File: config.mk
export PLATFORM = sky130hd
export DESIGN_NAME = timer_two_reload_clockout_baud
export DESIGN_NICKNAME = d
export VERILOG_FILES = /design/src/hdl/timer_two_pkg.sv /design/src/hdl/timer_two_reload_clockout_baud.sv /design/src/hdl/fall_edge_sampler.sv
export SDC_FILE = /design/constraint.sdc
export NUM_CORES = 1
export LEC_CHECK = 0
export BUFFER_PORTS_ARGS = -buffer_cell sky130_fd_sc_hd__buf_2
export CORE_MARGIN = 2
export CORE_UTILIZATION = 57
export DETAILED_ROUTE_END_ITERATION = 6
export PLACE_DENSITY = 0.8
export REMOVE_ABC_BUFFERS = 1
export SYNTH_ARGS = -nofsm -noshare
export SYNTH_HDL_FRONTEND = slang
export SYNTH_HIERARCHICAL = 1
export SYNTH_SLANG_ARGS = --single-unit
File: constraint.sdc
create_clock -name clk -period 3.8 [get_ports clk]
set_input_delay 0.76 -clock clk [delete_from_list [all_inputs] [get_ports clk]]
set_output_delay 0.76 -clock clk [all_outputs]
set_load 0.02 [all_outputs]
File: src/hdl/timer_two_pkg.sv
// Constants, register map and packed carriers for the third timer/counter.
// Assumes a 20 MHz oscillator clock that also clocks the AXI4-Lite slave.
package timer_two_pkg;

  // Oscillator clock period
  localparam int unsigned CLK_PERIOD_NS = 50;
  // Oscillator clocks per machine cycle
  localparam int unsigned MC_CLKS = 6;
  // Last prescaler value of a machine cycle
  localparam logic [2:0] MC_LAST = 3'(MC_CLKS - 1);

  // Count width and extreme value
  localparam int unsigned CNT_W = 16;
  localparam logic [15:0] CNT_MAX = 16'hFFFF;

  // Bus widths
  localparam int unsigned ADDR_W = 8;
  localparam int unsigned DATA_W = 32;

  // Register byte addresses
  localparam logic [7:0] ADDR_CTRL = 8'h00;
  localparam logic [7:0] ADDR_MODE = 8'h04;
  localparam logic [7:0] ADDR_COUNT = 8'h08;
  localparam logic [7:0] ADDR_RELOAD = 8'h0C;

  // Control register field positions
  localparam int unsigned CTRL_OVF = 7;
  localparam int unsigned CTRL_EXT = 6;
  localparam int unsigned CTRL_RXSEL = 5;
  localparam int unsigned CTRL_TXSEL = 4;
  localparam int unsigned CTRL_EXEN = 3;
  localparam int unsigned CTRL_RUN = 2;
  localparam int unsigned CTRL_TCS = 1;
  localparam int unsigned CTRL_CRS = 0;

  // Mode register field positions
  localparam int unsigned MODE_IRQEN = 2;
  localparam int unsigned MODE_CKOE = 1;
  localparam int unsigned MODE_DOWN = 0;

  // Bus response codes
  localparam logic [1:0] RESP_OKAY = 2'h0;
  localparam logic [1:0] RESP_SLVERR = 2'h2;

  // Master to slave signals
  typedef struct packed {
    logic awvalid;
    logic [ADDR_W-1:0] awaddr;
    logic wvalid;
    logic [DATA_W-1:0] wdata;
    logic [3:0] wstrb;
    logic bready;
    logic arvalid;
    logic [ADDR_W-1:0] araddr;
    logic rready;
  } axi_req_t;

  // Slave to master signals
  typedef struct packed {
    logic awready;
    logic wready;
    logic bvalid;
    logic [1:0] bresp;
    logic arready;
    logic rvalid;
    logic [DATA_W-1:0] rdata;
    logic [1:0] rresp;
  } axi_rsp_t;

  // Whole state of the timer block
  typedef struct packed {
    logic [2:0] mc_cnt;
    logic ovf_flag;
    logic ext_flag;
    logic rx_sel;
    logic tx_sel;
    logic exen;
    logic run;
    logic tcs;
    logic crs;
    logic clock_out_enable;
    logic down_count_enable;
    logic irq_en;
    logic [CNT_W-1:0] cnt;
    logic [CNT_W-1:0] reload;
    logic tp_o;
    logic tp_oe;
    logic baud_ovf;
    logic [3:0] tx_div;
    logic [3:0] rx_div;
    logic tx_tick;
    logic rx_tick;
    logic irq;
    logic aw_got;
    logic w_got;
    logic [ADDR_W-1:0] aw_addr;
    logic [DATA_W-1:0] w_data;
    logic [3:0] w_strb;
    axi_rsp_t rsp;
  } timer_state_t;

  // State of the falling edge sampler
  typedef struct packed {
    logic samp;
    logic pend;
    logic fall;
  } edge_state_t;

  // Values after reset
  localparam timer_state_t TIMER_RST = '0;
  localparam edge_state_t EDGE_RST = '0;

endpackage

File: src/hdl/timer_two_reload_clockout_baud.sv
// Third 16-bit timer: auto-reload up/down, clock-out and baud generator.
// Assumes an AXI4-Lite master on clk and pins synchronous to clk.
// Contract
// - Down-count enable clears at reset
// - Up/down follows trigger pin level
// - Up overflow at FFFF sets flag, reloads
// - Trigger falling edge reloads, sets external flag
// - Interrupt when enabled and either flag
// - Edge seen over three machine cycles
// - Down underflow at reload, loads FFFF
// - Up/down mode toggles external flag on roll
// - Reload rate is source over 65536-reload
// - Clock-out is oscillator over 2(65536-reload)
// - Clock-out rolls raise no interrupt
// - Serial clock selects pick timer source
// - Baud mode only while select set
// - Baud roll reloads from reload pair
// - Serial rate is overflow rate over 16
// - Baud timer counts every oscillator clock, or pin falls when tcs set
// - Baud rolls set no overflow flag
// - Baud trigger edge flags without reload
// - Serial select forces auto-reload mode
// - Timer counts osc/6, counter pin falls
`timescale 1ns/1ps
module timer_two_reload_clockout_baud (
  // Clock and reset
  input wire logic clk,
  input wire logic rstn,
  // Register bus
  input wire timer_two_pkg::axi_req_t axi_req,
  output timer_two_pkg::axi_rsp_t axi_rsp,
  // Timer pin, two-way
  input wire logic tp_i,
  output logic tp_o,
  output logic tp_oe,
  // External trigger pin
  input wire logic trig_pin,
  // Serial port clocking
  input wire logic t1_ovf,
  output logic tx_baud_tick,
  output logic rx_baud_tick,
  // Interrupt request
  output logic irq
);

  timer_two_pkg::timer_state_t st;
  timer_two_pkg::timer_state_t nxt;

  // Mode decode
  logic baud_mode;
  logic clkout_mode;
  logic ar_mode;
  logic cap_mode;
  logic updown;
  logic up_dir;
  // Counting
  logic mc_tick;
  logic tp_fall;
  logic trig_fall;
  logic count_tick;
  logic roll;
  logic trig_evt;
  logic trig_reload;
  logic [15:0] cnt_step;
  // Bus decode
  logic aw_fire;
  logic w_fire;
  logic ar_fire;
  logic do_write;
  logic [7:0] wa;
  logic [31:0] wd;
  logic [3:0] ws;
  logic wr_ctrl;
  logic wr_mode;
  logic wr_cnt;
  logic wr_reload;
  logic tx_src;
  logic rx_src;

  // Byte-lane merge of a write into a register word
  function automatic logic [31:0] merge(input logic [31:0] old, input logic [31:0] data,
                                        input logic [3:0] strb);
    logic [31:0] res;
    res = old;
    for (int i = 0; i < 4; i++) begin
      if (strb[i]) begin
        res[i*8 +: 8] = data[i*8 +: 8];
      end
    end
    return res;
  endfunction

  // Divide-by-sixteen step: returns next divider and tick
  function automatic logic [4:0] div16(input logic [3:0] div, input logic src);
    logic [4:0] res;
    res = {div, 1'b0};
    if (src) begin
      res = {div + 4'h1, (div == 4'hF)};
    end
    return res;
  endfunction

  // Register read word and response for an address
  function automatic logic [33:0] rd_word(input logic [7:0] addr,
                                          input timer_two_pkg::timer_state_t s);
    logic [33:0] res;
    res = {timer_two_pkg::RESP_OKAY, 32'h0000_0000};
    unique case (addr)
      timer_two_pkg::ADDR_CTRL: begin
        res[7:0] = {s.ovf_flag, s.ext_flag, s.rx_sel, s.tx_sel,
                    s.exen, s.run, s.tcs, s.crs};
      end
      timer_two_pkg::ADDR_MODE: begin
        res[2:0] = {s.irq_en, s.clock_out_enable, s.down_count_enable};
      end
      timer_two_pkg::ADDR_COUNT: begin
        res[15:0] = s.cnt;
      end
      timer_two_pkg::ADDR_RELOAD: begin
        res[15:0] = s.reload;
      end
      default: begin
        // Unmapped reads as zero with an error
        res[33:32] = timer_two_pkg::RESP_SLVERR;
      end
    endcase
    return res;
  endfunction

  // Edge finders for counter input and trigger pin
  fall_edge_sampler u_tp_edge (
    .clk(clk),
    .rstn(rstn),
    .tick(mc_tick),
    .pin(tp_i),
    .fall(tp_fall)
  );

  fall_edge_sampler u_trig_edge (
    .clk(clk),
    .rstn(rstn),
    .tick(mc_tick),
    .pin(trig_pin),
    .fall(trig_fall)
  );

  // Mode and count decode
  always_comb begin
    baud_mode = st.tx_sel | st.rx_sel;
    clkout_mode = st.clock_out_enable & ~st.tcs;
    cap_mode = st.crs & ~baud_mode & ~clkout_mode;
    ar_mode = ~baud_mode & ~clkout_mode & ~st.crs;
    updown = st.down_count_enable & ar_mode;
    up_dir = ~updown | trig_pin;
    mc_tick = (st.mc_cnt == timer_two_pkg::MC_LAST);
    // clock-out counts every clock; baud counts every clock unless tcs selects pin falls
    count_tick = st.run & (st.tcs ? tp_fall : ((baud_mode | clkout_mode) ? 1'b1 : mc_tick));
    // roll at FFFF upward, at reload downward
    roll = count_tick & (up_dir ? (st.cnt == timer_two_pkg::CNT_MAX) : (st.cnt == st.reload));
    // reload period is 65536 minus reload
    if (up_dir) begin
      cnt_step = roll ? (cap_mode ? 16'h0000 : st.reload) : st.cnt + 16'h0001;
    end else begin
      cnt_step = roll ? timer_two_pkg::CNT_MAX : st.cnt - 16'h0001;
    end
    trig_evt = trig_fall & st.exen & ~updown;
    trig_reload = trig_evt & ar_mode;
  end

  // Bus handshake decode
  always_comb begin
    aw_fire = axi_req.awvalid & st.rsp.awready;
    w_fire = axi_req.wvalid & st.rsp.wready;
    ar_fire = axi_req.arvalid & st.rsp.arready;
    do_write = (st.aw_got | aw_fire) & (st.w_got | w_fire);
    wa = st.aw_got ? st.aw_addr : axi_req.awaddr;
    wd = st.w_got ? st.w_data : axi_req.wdata;
    ws = st.w_got ? st.w_strb : axi_req.wstrb;
    wr_ctrl = do_write & (wa == timer_two_pkg::ADDR_CTRL) & ws[0];
    wr_mode = do_write & (wa == timer_two_pkg::ADDR_MODE) & ws[0];
    wr_cnt = do_write & (wa == timer_two_pkg::ADDR_COUNT) & (|ws[1:0]);
    wr_reload = do_write & (wa == timer_two_pkg::ADDR_RELOAD) & (|ws[1:0]);
    tx_src = st.tx_sel ? st.baud_ovf : t1_ovf;
    rx_src = st.rx_sel ? st.baud_ovf : t1_ovf;
  end

  // Next state of the whole block
  always_comb begin
    nxt = st;
    nxt.baud_ovf = 1'b0;
    // Machine cycle prescaler
    nxt.mc_cnt = mc_tick ? 3'h0 : st.mc_cnt + 3'h1;
    // Software writes to control
    if (wr_ctrl) begin
      nxt.ovf_flag = wd[timer_two_pkg::CTRL_OVF];
      nxt.ext_flag = wd[timer_two_pkg::CTRL_EXT];
      nxt.rx_sel = wd[timer_two_pkg::CTRL_RXSEL];
      nxt.tx_sel = wd[timer_two_pkg::CTRL_TXSEL];
      nxt.exen = wd[timer_two_pkg::CTRL_EXEN];
      nxt.run = wd[timer_two_pkg::CTRL_RUN];
      nxt.tcs = wd[timer_two_pkg::CTRL_TCS];
      nxt.crs = wd[timer_two_pkg::CTRL_CRS];
    end
    // Software writes to mode
    if (wr_mode) begin
      nxt.irq_en = wd[timer_two_pkg::MODE_IRQEN];
      nxt.clock_out_enable = wd[timer_two_pkg::MODE_CKOE];
      nxt.down_count_enable = wd[timer_two_pkg::MODE_DOWN];
    end
    // Software writes to reload pair
    if (wr_reload) begin
      nxt.reload = 16'(merge({16'h0000, st.reload}, wd, ws));
    end
    // Count: a software write wins over counting
    if (wr_cnt) begin
      nxt.cnt = 16'(merge({16'h0000, st.cnt}, wd, ws));
    end else if (trig_reload) begin
      nxt.cnt = st.reload;
    end else if (count_tick) begin
      nxt.cnt = cnt_step;
    end
    // Roll-over effects per mode; flag sets win over clears
    if (roll) begin
      if (baud_mode) begin
        // baud roll only pulses the serial side
        nxt.baud_ovf = 1'b1;
      end else if (clkout_mode) begin
        nxt.tp_o = ~st.tp_o;
      end else begin
        nxt.ovf_flag = 1'b1;
        if (updown) begin
          nxt.ext_flag = ~st.ext_flag;
        end
      end
    end
    // trigger edge flags in every mode except up/down counting
    if (trig_evt) begin
      nxt.ext_flag = 1'b1;
    end
    // Pin drive follows clock-out mode
    nxt.tp_oe = clkout_mode;
    {nxt.tx_div, nxt.tx_tick} = div16(st.tx_div, tx_src);
    {nxt.rx_div, nxt.rx_tick} = div16(st.rx_div, rx_src);
    nxt.irq = st.irq_en & (st.ovf_flag | st.ext_flag);
    // Write address and data holding
    if (aw_fire) begin
      nxt.aw_got = 1'b1;
      nxt.aw_addr = axi_req.awaddr;
    end
    if (w_fire) begin
      nxt.w_got = 1'b1;
      nxt.w_data = axi_req.wdata;
      nxt.w_strb = axi_req.wstrb;
    end
    // Write response
    if (do_write) begin
      nxt.aw_got = 1'b0;
      nxt.w_got = 1'b0;
      nxt.rsp.bvalid = 1'b1;
      nxt.rsp.bresp = ((wa == timer_two_pkg::ADDR_CTRL) || (wa == timer_two_pkg::ADDR_MODE) ||
                       (wa == timer_two_pkg::ADDR_COUNT) || (wa == timer_two_pkg::ADDR_RELOAD))
                      ? timer_two_pkg::RESP_OKAY : timer_two_pkg::RESP_SLVERR;
    end else if (st.rsp.bvalid && axi_req.bready) begin
      nxt.rsp.bvalid = 1'b0;
    end
    // Read response
    if (ar_fire) begin
      nxt.rsp.rvalid = 1'b1;
      {nxt.rsp.rresp, nxt.rsp.rdata} = rd_word(axi_req.araddr, st);
    end else if (st.rsp.rvalid && axi_req.rready) begin
      nxt.rsp.rvalid = 1'b0;
    end
    // Ready only while nothing is held or pending
    nxt.rsp.awready = ~nxt.aw_got & ~nxt.rsp.bvalid;
    nxt.rsp.wready = ~nxt.w_got & ~nxt.rsp.bvalid;
    nxt.rsp.arready = ~nxt.rsp.rvalid;
  end

  // State register
  always_ff @(posedge clk) begin
    if (!rstn) begin
      st <= timer_two_pkg::TIMER_RST;
    end else begin
      st <= nxt;
    end
  end

  // Outputs straight from the state register
  assign axi_rsp = st.rsp;
  assign tp_o = st.tp_o;
  assign tp_oe = st.tp_oe;
  assign tx_baud_tick = st.tx_tick;
  assign rx_baud_tick = st.rx_tick;
  assign irq = st.irq;
endmodule

File: src/hdl/fall_edge_sampler.sv
// Falling edge finder that samples a pin once per machine cycle.
// Assumes the pin is synchronous to clk and tick marks machine cycles.
`timescale 1ns/1ps
module fall_edge_sampler (
  // Clock and reset
  input wire logic clk,
  input wire logic rstn,
  // Sampling strobe and pin
  input wire logic tick,
  input wire logic pin,
  // One clock pulse, third machine cycle
  output logic fall
);

  timer_two_pkg::edge_state_t st;
  timer_two_pkg::edge_state_t nxt;

  // Sample on the strobe, arm on 1 then 0, fire one cycle on
  always_comb begin
    nxt = st;
    nxt.fall = 1'b0;
    if (tick) begin
      nxt.samp = pin;
      nxt.pend = st.samp & ~pin;
      nxt.fall = st.pend;
    end
  end

  // State register
  always_ff @(posedge clk) begin
    if (!rstn) begin
      st <= timer_two_pkg::EDGE_RST;
    end else begin
      st <= nxt;
    end
  end

  assign fall = st.fall;
endmodule

---- Word-level counts from Yosys, hierarchy flattened ----
Index checks and enable logic that the tools add are counted.
word-level totals
  word-level logic and storage cells ...... 165
  output and inout port bits .............. 46
  register bits ........................... 119
cells by class
  bitwise gates (word level) .............. 48
  reductions and logical operators ........ 20
  multiplexer cells ....................... 36
  eq/ne operators ......................... 13
  add/subtract/negate cells ............... 5
operators with widths
  kind                                                                   count
  16-bit two-way mux                                                     8
  8-bit by 4-bit equality test with 1-bit output, second input constant  4
  8-bit two-way mux                                                      4
  1-bit bitwise AND                                                      28
  16-bit by 1-bit adder with 16-bit output, second input constant        1
  16-bit equality test                                                   1
  16-bit equality test, second input constant                            1
  8-bit by 3-bit equality test with 1-bit output, second input constant  2
  8-bit zero test                                                        2
  8-bit one-hot mux with 2 select lines                                  1
  2-bit AND reduction                                                    8
  16-bit by 1-bit subtractor with 16-bit output, second input constant   1
  5-bit one-hot mux with 3 select lines                                  1
  1-bit two-way mux                                                      14
  2-bit two-way mux                                                      7
  1-bit NOT                                                              14
  3-bit one-hot mux with 4 select lines                                  1
  4-bit by 1-bit adder with 4-bit output, second input constant          2
  4-bit equality test, second input constant                             2
  1-bit bitwise OR                                                       6
  2-bit inequality test, second input constant                           2
  2-bit OR reduction                                                     2
  4-bit OR reduction                                                     1
  3-bit by 1-bit adder with 3-bit output, second input constant          1
  other kinds (5)                                                        8

---- Depth between registers and ports, before layout ----
Gate-level depths: netlist of run 1.
  depth after elaboration ................. 15
  depth in mapped cells ................... 12
  depth with buffers taken out ............ 10

---- Cells and area by module ----
Netlist of run 1, hierarchy kept.
modules (own cells, without submodules)
  module                          cells an instance  sequential area each (um^2)  instances  area an instance (um^2)
  timer_two_reload_clockout_baud  810                2222.1                       1          6421.2
  fall_edge_sampler               9                  60.1                         2          103.8

---- Least setup slack after synthesis of run 1 ----
Ideal clock, no wire load.
  path type ............................... input to register
  start ................................... in trig_pin
  end ..................................... reg st[121] (netlist bit)
  slack ................................... 0.835 ns
  data arrival time ....................... 2.890 ns
  buffers on the path ..................... 0
  stages on the path ...................... 7
  required time ........................... 3.726 ns
  path through ............................ nor3b_4 a41oi_1 or4_1 or4b_4 nor2_2 mux2_1 a31oi_1
between the ends
  cells in the longest elaborated chain, start to end .. 8
  elaborated cells between the ends (all ways) .. 9
  classes of those cells .................. mux: 7; bitwise: 2
ends and longest elaborated chain
  item                                   RTL line                                                                      source
  start: declaration                     timer_two_reload_clockout_baud.sv:37                                          input wire logic trig_pin,
  1-bit bitwise OR (*)                   timer_two_reload_clockout_baud.sv:154                                         up_dir = ~updown | trig_pin;
  1-bit two-way mux                      timer_two_reload_clockout_baud.sv:159                                         roll = count_tick & (up_dir ? (st.cnt == timer_two_pkg::CNT_MAX) : (st.cnt == st.reload));
  1-bit bitwise AND                      timer_two_reload_clockout_baud.sv:159
  16-bit two-way mux (on tied branches)  timer_two_reload_clockout_baud.sv:164, timer_two_reload_clockout_baud.sv:162
  16-bit two-way mux (*)                 timer_two_reload_clockout_baud.sv:161                                         if (up_dir) begin
  16-bit two-way mux (*)                 timer_two_reload_clockout_baud.sv:219                                         end else if (count_tick) begin
  16-bit two-way mux (*)                 timer_two_reload_clockout_baud.sv:217                                         end else if (trig_reload) begin
  16-bit two-way mux (*)                 timer_two_reload_clockout_baud.sv:215                                         if (wr_cnt) begin
  end signal: assignment                 timer_two_reload_clockout_baud.sv:282                                         st <= timer_two_pkg::TIMER_RST;
  end signal: assignment                 timer_two_reload_clockout_baud.sv:284                                         st <= nxt;
  end: declaration                       timer_two_reload_clockout_baud.sv:46                                          timer_two_pkg::timer_state_t st;
Mark *: on every way between the ends. The rest lies on a longest branch, timed or not. The select of a mux whose other input is x is not followed.
A chain may end at the register's enable or synchronous reset.

---- Final worst setup path of run 1 ----
  start ................................... reg st[140] (netlist bit)
  end ..................................... reg st[121] (netlist bit)
between the ends
  cells in the longest elaborated chain, start to end .. 14
  elaborated cells between the ends (all ways) .. 26
  classes of those cells .................. mux: 10; bitwise: 14; reduce/logical: 2
ends and longest elaborated chain
  item                                   RTL line                                                                      source
  1-bit bitwise OR (*)                   timer_two_reload_clockout_baud.sv:149                                         baud_mode = st.tx_sel | st.rx_sel;
  1-bit NOT (no source line)             n/a
  1-bit bitwise AND (2 in series)        timer_two_reload_clockout_baud.sv:152                                         ar_mode = ~baud_mode & ~clkout_mode & ~st.crs;
  1-bit bitwise AND                      timer_two_reload_clockout_baud.sv:153                                         updown = st.down_count_enable & ar_mode;
  1-bit NOT                              timer_two_reload_clockout_baud.sv:154, timer_two_reload_clockout_baud.sv:166
  1-bit bitwise OR                       timer_two_reload_clockout_baud.sv:154
  1-bit two-way mux                      timer_two_reload_clockout_baud.sv:159
  1-bit bitwise AND                      timer_two_reload_clockout_baud.sv:159
  16-bit two-way mux (on tied branches)  timer_two_reload_clockout_baud.sv:164, timer_two_reload_clockout_baud.sv:162
  16-bit two-way mux                     timer_two_reload_clockout_baud.sv:161
  16-bit two-way mux                     timer_two_reload_clockout_baud.sv:219
  16-bit two-way mux                     timer_two_reload_clockout_baud.sv:217
  16-bit two-way mux                     timer_two_reload_clockout_baud.sv:215
Marked as above.

==> metrics.txt, run 1 <==
# TYPE chip_impl_metric gauge
chip_impl_metric{name="initialDrtViolationCount",unit=""} 683
chip_impl_metric{name="htree_num_levels",unit=""} 4
chip_impl_info{name="grt_busiest_layer",value="met2"} 1
chip_impl_metric{name="arrival",unit="ns"} 3.48
chip_impl_metric{name="ctsLongestPathBuffers",unit=""} 2
chip_impl_metric{name="path_max_fanout",unit=""} 10
chip_impl_metric{name="max_freq",unit="MHz"} 318.6
chip_impl_metric{name="first_pass_grt_wire_length",unit="um"} 29310
chip_impl_metric{name="grt_antenna_before_repair",unit=""} 0
chip_impl_info{name="post_synth_main_area_contributors",value="dfxtp_1, nand2_1, mux2i_1, buf_4, a21oi_1"} 1
chip_impl_metric{name="routabilityCongestion",unit=""} 0.9735
chip_impl_metric{name="dp.final_hpwl",unit="um"} 12100
chip_impl_metric{name="initial_core_util",unit="%"} 58.30
chip_impl_metric{name="antenna_cells_inserted",unit=""} 0
chip_impl_info{name="outcome",value="completed"} 1
chip_impl_metric{name="area.sequential",unit="um2"} 2342
chip_impl_metric{name="cts_bufs_inserted",unit=""} 17
chip_impl_metric{name="grtUsageMet2",unit="%"} 47.39
chip_impl_metric{name="vias_in_the_first_global_route",unit=""} 5837
chip_impl_info{name="most-common-layout-cells",value="dfxtp_1, nand2_1, nor2_1, buf_2, a21oi_1"} 1
chip_impl_metric{name="ir_drop",unit="V"} 0.0002990
chip_impl_metric{name="routedWlPerCell",unit="um"} 17.50
chip_impl_metric{name="globalRouteMet1Util",unit="%"} 37.46
chip_impl_metric{name="cellPowerDensity",unit="nW/um2"} 424.5
chip_impl_info{name="layout_commonest_cell",value="dfxtp_1"} 1
chip_impl_metric{name="synthesis.area_per_instance",unit="um2"} 8.006
chip_impl_metric{name="final.setup_skew",unit="ns"} 0.01176
chip_impl_info{name="hold_end",value="axi_rsp[11]"} 1
chip_impl_metric{name="antenna_violating_nets_post_route",unit=""} 0
chip_impl_metric{name="r2r_cells",unit=""} 8
chip_impl_metric{name="worstHoldPathCells",unit=""} 2
chip_impl_metric{name="syn_to_final_growth",unit="%"} 12.93
chip_impl_metric{name="pin_count",unit=""} 108
chip_impl_metric{name="grt_overflow",unit=""} 0
chip_impl_info{name="hold_path_startpoint",value="axi_rsp[11]"} 1
chip_impl_info{name="criticalPathCategory",value="register to register"} 1
chip_impl_metric{name="wl",unit="um"} 17780
chip_impl_metric{name="timing_worst_slew_pin_value",unit="ns"} 0.8523
chip_impl_metric{name="multi_input_logic_area",unit="um2"} 3767
chip_impl_metric{name="placedInstanceArea",unit="um2"} 6869
chip_impl_info{name="clock_tree_from_tritoncts",value="built"} 1
chip_impl_metric{name="postSynthCellCount",unit=""} 828
chip_impl_metric{name="design_area",unit="um2"} 7486
chip_impl_metric{name="groute.usage.overall",unit="%"} 28.84
chip_impl_metric{name="fillCellCount",unit=""} 948
chip_impl_metric{name="post_synth_num_cell_types",unit=""} 75
chip_impl_metric{name="final_min_period_over_clock_period",unit="%"} 82.61
chip_impl_metric{name="floorplan.die_area",unit="um2"} 12510
chip_impl_info{name="critical_path.endpoint_type",value="register"} 1
chip_impl_metric{name="fp.dieH",unit="um"} 111.8
chip_impl_metric{name="worst_ep_required_time",unit="ns"} 4.14
chip_impl_metric{name="postSynthRegisterBits",unit=""} 117
chip_impl_metric{name="floorplan.die.width",unit="um"} 111.8
chip_impl_metric{name="drv.max_cap_violation_count",unit=""} 0
chip_impl_metric{name="post-route-min-period",unit="ns"} 3.139
chip_impl_metric{name="drt_drc_violations_left",unit=""} 0
chip_impl_metric{name="synth_seq_area_share",unit="%"} 35.33
chip_impl_metric{name="yosysWarnings",unit=""} 6
chip_impl_metric{name="drt_pre_antenna_iters",unit=""} 5
chip_impl_metric{name="clock_sinks",unit=""} 117
chip_impl_metric{name="postCtsHoldBufs",unit=""} 0
chip_impl_metric{name="number_of_buffers_inserted_to_repair_setup_after_cts",unit=""} 0
chip_impl_metric{name="maxSlewHeadroom",unit="%"} 43.06
chip_impl_metric{name="power_leakage",unit="nW"} 2.955
chip_impl_info{name="setup_repair_after_global_routing_missed_its_margin",value="false"} 1
chip_impl_metric{name="report.final.slew_viol_count",unit=""} 0
chip_impl_info{name="hold_path.class",value="register to register"} 1
chip_impl_metric{name="path_clk_slew",unit="ns"} 0.05
chip_impl_metric{name="synth.cell_area",unit="um2"} 6629
chip_impl_info{name="yosysTopAreaCell",value="dfxtp_1"} 1
chip_impl_info{name="synth_ff_type",value="dfxtp_1"} 1
chip_impl_metric{name="use_met3",unit="%"} 6.097
chip_impl_metric{name="synth_top_area_share",unit="%"} 35.33
chip_impl_metric{name="routed_via_density",unit=""} 6.100
chip_impl_metric{name="setup_total_negative_slack",unit="ns"} 0
chip_impl_info{name="worst_r2r_endpoint",value="st[121]"} 1
chip_impl_info{name="r2r_start",value="st[140]"} 1
chip_impl_metric{name="grt_max_degree",unit=""} 34
chip_impl_metric{name="post_cts.resized_instances",unit=""} 0
chip_impl_metric{name="setup_violation_total_in_the_final_timing_report",unit=""} 0
chip_impl_metric{name="route.vias.total",unit=""} 6198
chip_impl_metric{name="final_nets",unit=""} 929
chip_impl_metric{name="clock_insertion_delay_worst_skew",unit="ns"} 0.42
chip_impl_metric{name="port_buffers",unit=""} 71
chip_impl_info{name="timing.critical_path.from_type",value="register"} 1
chip_impl_metric{name="core",unit="um2"} 11370
chip_impl_metric{name="number_of_hold_violations_in_the_final_report",unit=""} 0
chip_impl_metric{name="setup.reg_to_reg.worst_slack",unit="ns"} 0.66
chip_impl_info{name="clk_root_buffer_cell",value="clkbuf_16"} 1
chip_impl_metric{name="std_cell_rows",unit=""} 39
chip_impl_metric{name="number_of_enable_type_register_cells_in_the_synthesized_netlist",unit=""} 0
chip_impl_metric{name="synth_async_sr_flop_share",unit="%"} 0
chip_impl_metric{name="final_layout_size_suffix_gt1_share",unit="%"} 18.21
## state kept, by name, indices dropped and copies added (netlist names)
register          flops
u_trig_edge/st        2
tx_baud_tick          1
u_tp_edge/fall        1
rx_baud_tick          1
tp_o                  1
st                   83
tp_oe                 1
irq                   1
u_trig_edge/fall      1
axi_rsp              23
u_tp_edge/st          2
## per-stage QoR
step / std cells / power [W] / util (%) / setup WS (ns) / hold WS (ns)
global route: 1016 / 0.003276 / 65.84 / 0.5932 / 0.4629
finish: 1016 / 0.003178 / 65.84 / 0.6608 / 0.4498
global placement: 985 / 0.001514 / 60.42 / 0.4987 / 0.4367
detailed placement: 985 / 0.001519 / 60.42 / 0.4713 / 0.4428
floorplan: 750 / 0.001433 / - / 0.1355 / 0.4214
CTS: 1016 / 0.003184 / 65.84 / 0.7683 / 0.4498
## cells in the mapped netlist, types with 3 or more instances
library cell  number
dfxtp_1          117
nand2_1          111
nor2_1            78
a21oi_1           61
clkbuf_1          44
buf_4             41
nand3_1           36
mux2i_1           33
nor3_1            29
mux2_2            23
o21ai_0           19
inv_1             17
a211oi_1          14
nand4_1           13
nor4_1            13
xnor2_1           12
xor2_1            11
a31oi_1            9
and3_1             9
nand2b_1           9
a22oi_1            8
a41oi_1            8
o21ai_1            7
a22o_1             6
buf_1              6
ha_1               6
o221ai_1           5
o22ai_1            5
or3_1              4
and2_1             3
buf_2              3
mux4_2             3
nand4b_1           3
nor2b_1            3
nor3b_1            3
o211ai_1           3
o21a_1             3
or4_1              3
## final cells by class
type | instances | area share [%]
clock buffers | 23 | 6.251
flip-flops and latches | 117 | 31.29
well taps | 143 | 2.390
multi-input cells | 615 | 50.33
inverters | 18 | 0.9026
clock inverters | 8 | 1.989
repair buffers | 92 | 6.853
## worst max-delay path, stage by stage (launching register included)
cell	delay [ns]
dfxtp_1	0.39
nor2_1	0.41
buf_4	0.26
a41oi_1	0.14
or4_1	0.52
or4b_4	0.53
nor2_2	0.31
mux2_1	0.36
a31oi_1	0.15
## where the power goes
part	switching [W]	internal, W	total [W]
logic	0.000139	0.0000780	0.000217
clock network	0.000553	0.00113	0.00168
registers	0.0000229	0.00126	0.00128
total	0.000715	0.00246	0.00318
## cells by family (layout without fill, tap and decap cells)
group | count (synthesis) | in the layout | synth area share, %
xor+xnor | 23 | 23 | 3.039
simple gates | 338 | 338 | 24.84
buf+inv | 113 | 141 | 8.890
fa+ha+maj | 6 | 6 | 1.132
compound gates | 169 | 169 | 16.46
mux | 61 | 61 | 10.25
flops | 117 | 117 | 35.33
other cells | 1 | 18 | 0.05657
## routing by layer
metal  part of all wire [%]  up-vias
li1                       -     2974
met1                     41     2883
met2                     47      298
met3                    8.5       43
met4                    2.9        0
met5                      0        -
## worst max path at each step
stage | from | end | slack (ns) | cells after the start
2_1_floorplan | trig_pin | st[142] | 0.14 | 8
3_3_place_gp | trig_pin | st[121] | 0.50 | 11
3_5_place_dp | trig_pin | st[121] | 0.47 | 10
4_1_cts | st[140] | st[121] | 0.77 | 8
5_1_grt | st[141] | st[121] | 0.59 | 8
6_report | st[140] | st[121] | 0.66 | 8
No activity file was read; power rests on OpenSTA's default activity.
==> run 2, diff against run 1 <==
==> constraint.sdc (replaced) <==
create_clock -name clk -period 3.3 [get_ports clk]
set_input_delay 0.66 -clock clk [delete_from_list [all_inputs] [get_ports clk]]
set_output_delay 0.66 -clock clk [all_outputs]
set_load 0.02 [all_outputs]
==> metrics.txt, run 2 (synthesis results as in run 1) <==
# TYPE chip_impl_metric gauge
chip_impl_metric{name="grt_overflow",unit=""} 0
chip_impl_metric{name="power_leakage",unit="nW"} 2.983
chip_impl_metric{name="floorplan.die_area",unit="um2"} 12510
chip_impl_metric{name="initialDrtViolationCount",unit=""} 632
chip_impl_metric{name="htree_num_levels",unit=""} 4
chip_impl_metric{name="final_min_period_over_clock_period",unit="%"} 90.61
chip_impl_metric{name="first_pass_grt_wire_length",unit="um"} 29510
chip_impl_metric{name="post-route-min-period",unit="ns"} 2.990
chip_impl_info{name="hold_path_startpoint",value="st[82]"} 1
chip_impl_info{name="regMostFlops",value="st"} 1
chip_impl_info{name="timing.critical_path.from_type",value="register"} 1
chip_impl_metric{name="route.vias.total",unit=""} 6250
chip_impl_metric{name="post-place-ws",unit="ns"} 0.09471
chip_impl_metric{name="routedWlPerCell",unit="um"} 17.45
chip_impl_metric{name="number_of_hold_violations_in_the_final_report",unit=""} 0
chip_impl_metric{name="std_cell_rows",unit=""} 39
chip_impl_metric{name="final_layout_size_suffix_gt1_share",unit="%"} 19.02
chip_impl_metric{name="ctsLongestPathBuffers",unit=""} 2
chip_impl_metric{name="design_area",unit="um2"} 7546
chip_impl_info{name="layout_commonest_cell",value="dfxtp_1"} 1
chip_impl_metric{name="r2r_cells",unit=""} 8
chip_impl_metric{name="largest_register_ffs",unit=""} 83
chip_impl_metric{name="grt_max_degree",unit=""} 61
chip_impl_metric{name="clock_sinks",unit=""} 117
chip_impl_metric{name="wl",unit="um"} 17810
chip_impl_metric{name="routabilityCongestion",unit=""} 0.9907
chip_impl_metric{name="final_cells",unit=""} 1021
chip_impl_info{name="hold_end",value="st[82]"} 1
chip_impl_metric{name="final.setup_skew",unit="ns"} 0.008471
chip_impl_metric{name="final_nets",unit=""} 933
chip_impl_metric{name="arrival",unit="ns"} 3.29
chip_impl_info{name="r2r_start",value="st[144]"} 1
chip_impl_metric{name="drt_drc_violations_left",unit=""} 0
chip_impl_metric{name="path_max_fanout",unit=""} 5
chip_impl_metric{name="groute.usage.overall",unit="%"} 29.24
chip_impl_metric{name="timing.critical_path.slowest_cell_delay",unit="ns"} 0.65
chip_impl_metric{name="setup_violation_total_in_the_final_timing_report",unit=""} 0
chip_impl_metric{name="maxSlewHeadroom",unit="%"} 46.46
chip_impl_metric{name="timing_worst_slew_pin_value",unit="ns"} 0.8031
chip_impl_metric{name="max_freq",unit="MHz"} 334.4
chip_impl_metric{name="clock_insertion_delay_worst_skew",unit="ns"} 0.42
chip_impl_metric{name="path_clk_slew",unit="ns"} 0.06
chip_impl_metric{name="antenna_violating_nets_post_route",unit=""} 0
chip_impl_metric{name="worst_ep_required_time",unit="ns"} 3.60
chip_impl_metric{name="report.final.slew_viol_count",unit=""} 0
chip_impl_metric{name="initial_core_util",unit="%"} 58.30
chip_impl_metric{name="final.setup.worst_slack",unit="ns"} 0.3098
chip_impl_info{name="most-common-layout-cells",value="dfxtp_1, nand2_1, nor2_1, buf_2, a21oi_1"} 1
chip_impl_info{name="crit_chain",value="ha_1 > a211o_1 > o221ai_1 > or4_1 > or4b_4 > o2111a_1 > nor4_1 > o21ai_1"} 1
chip_impl_metric{name="vias_in_the_first_global_route",unit=""} 5874
chip_impl_metric{name="dp.final_hpwl",unit="um"} 12230
chip_impl_metric{name="worst-path-stages",unit=""} 8
chip_impl_metric{name="pin_count",unit=""} 108
chip_impl_metric{name="antenna_cells_inserted",unit=""} 0
chip_impl_info{name="cpMaxStageDelayCell",value="or4_1"} 1
chip_impl_metric{name="number_of_buffers_inserted_to_repair_setup_after_cts",unit=""} 0
chip_impl_info{name="cpLargestDelayFamily",value="simple AND/OR/NAND/NOR gates"} 1
chip_impl_metric{name="drv.max_cap_violation_count",unit=""} 0
chip_impl_metric{name="place_inst",unit=""} 989
chip_impl_metric{name="syn_to_final_growth",unit="%"} 13.84
chip_impl_metric{name="postCtsHoldBufs",unit=""} 0
chip_impl_info{name="clk_root_buffer_cell",value="clkbuf_16"} 1
chip_impl_info{name="hold_path.class",value="register to register"} 1
chip_impl_metric{name="ir_drop",unit="V"} 0.0004111
chip_impl_metric{name="fp.dieH",unit="um"} 111.8
chip_impl_metric{name="drt_pre_antenna_iters",unit=""} 5
chip_impl_metric{name="placedInstanceArea",unit="um2"} 6912
chip_impl_metric{name="setup.reg_to_reg.worst_slack",unit="ns"} 0.31
chip_impl_info{name="criticalPathCategory",value="register to register"} 1
chip_impl_info{name="setup_repair_after_global_routing_missed_its_margin",value="false"} 1
chip_impl_info{name="worst_r2r_endpoint",value="st[119]"} 1
chip_impl_metric{name="grt_antenna_before_repair",unit=""} 0
chip_impl_metric{name="routed_via_density",unit=""} 6.121
chip_impl_metric{name="cellPowerDensity",unit="nW/um2"} 490.1
chip_impl_metric{name="post_cts.resized_instances",unit=""} 0
chip_impl_metric{name="worstHoldPathCells",unit=""} 2
chip_impl_metric{name="core",unit="um2"} 11370
chip_impl_metric{name="floorplan.die.width",unit="um"} 111.8
chip_impl_info{name="clock_tree_from_tritoncts",value="built"} 1
chip_impl_metric{name="port_buffers",unit=""} 71
chip_impl_metric{name="worst-path-buf-inv",unit=""} 0
chip_impl_info{name="outcome",value="completed"} 1
chip_impl_metric{name="cts_bufs_inserted",unit=""} 17
chip_impl_info{name="critical_path.endpoint_type",value="register"} 1
[run 2: power breakdown]
group	internal [W]	total [W]	switching [W]	leakage, nW
logic	0.0000914	0.000257	0.000166	1.74
clock network	0.00130	0.00197	0.000670	0.298
registers	0.00145	0.00147	0.0000234	0.948
[run 2: final cells by class]
cell class	instances	area (um2)
Clock buffer	20	456.7
Clock inverter	12	177.7
Fill cell	945	3824
Inverter	18	67.56
Multi-Input combinational cell	615	3767
Sequential cell	117	2342
Tap cell	143	178.9
Timing Repair Buffer	96	555.5
[run 2: worst max path at each step]
| stage | start | to |
|---|---|---|
| after floorplan | trig_pin | st[142] |
| after global placement | trig_pin | st[119] |
| after detailed placement | trig_pin | st[119] |
| after CTS | st[144] | st[119] |
| after global routing | st[144] | st[119] |
| final | st[144] | st[119] |
[run 2: worst min-delay path, cell delays in order (launching register included)]
cell and delay (ns):
dfxtp_1 0.31, nand2_1 0.05, a21oi_1 0.05
[run 2: layer usage]
layer  part of all wire [%]  wire length [um]  vias to the layer above  global-route usage (%)
li1                       -                 -                     2981                       -
met1                     41              7244                     2914                   37.52
met2                     47              8393                      296                   47.84
met3                    8.5              1506                       59                   6.097
met4                    3.8               669                        0                   12.51
met5                      0                 0                        -                       0
[run 2: metrics by stage]
step                      utilization, %  total power [W]  hold slack (ns)  TNS [ns]
after floorplan                        -         0.001650           0.4214    -1.770
after detailed placement           60.79         0.001752           0.4434         0
after global routing               66.37         0.003805           0.4720         0
after global placement             60.79         0.001746           0.4326         0
after CTS                          66.37         0.003709           0.4512         0
final                              66.37         0.003698           0.4529         0
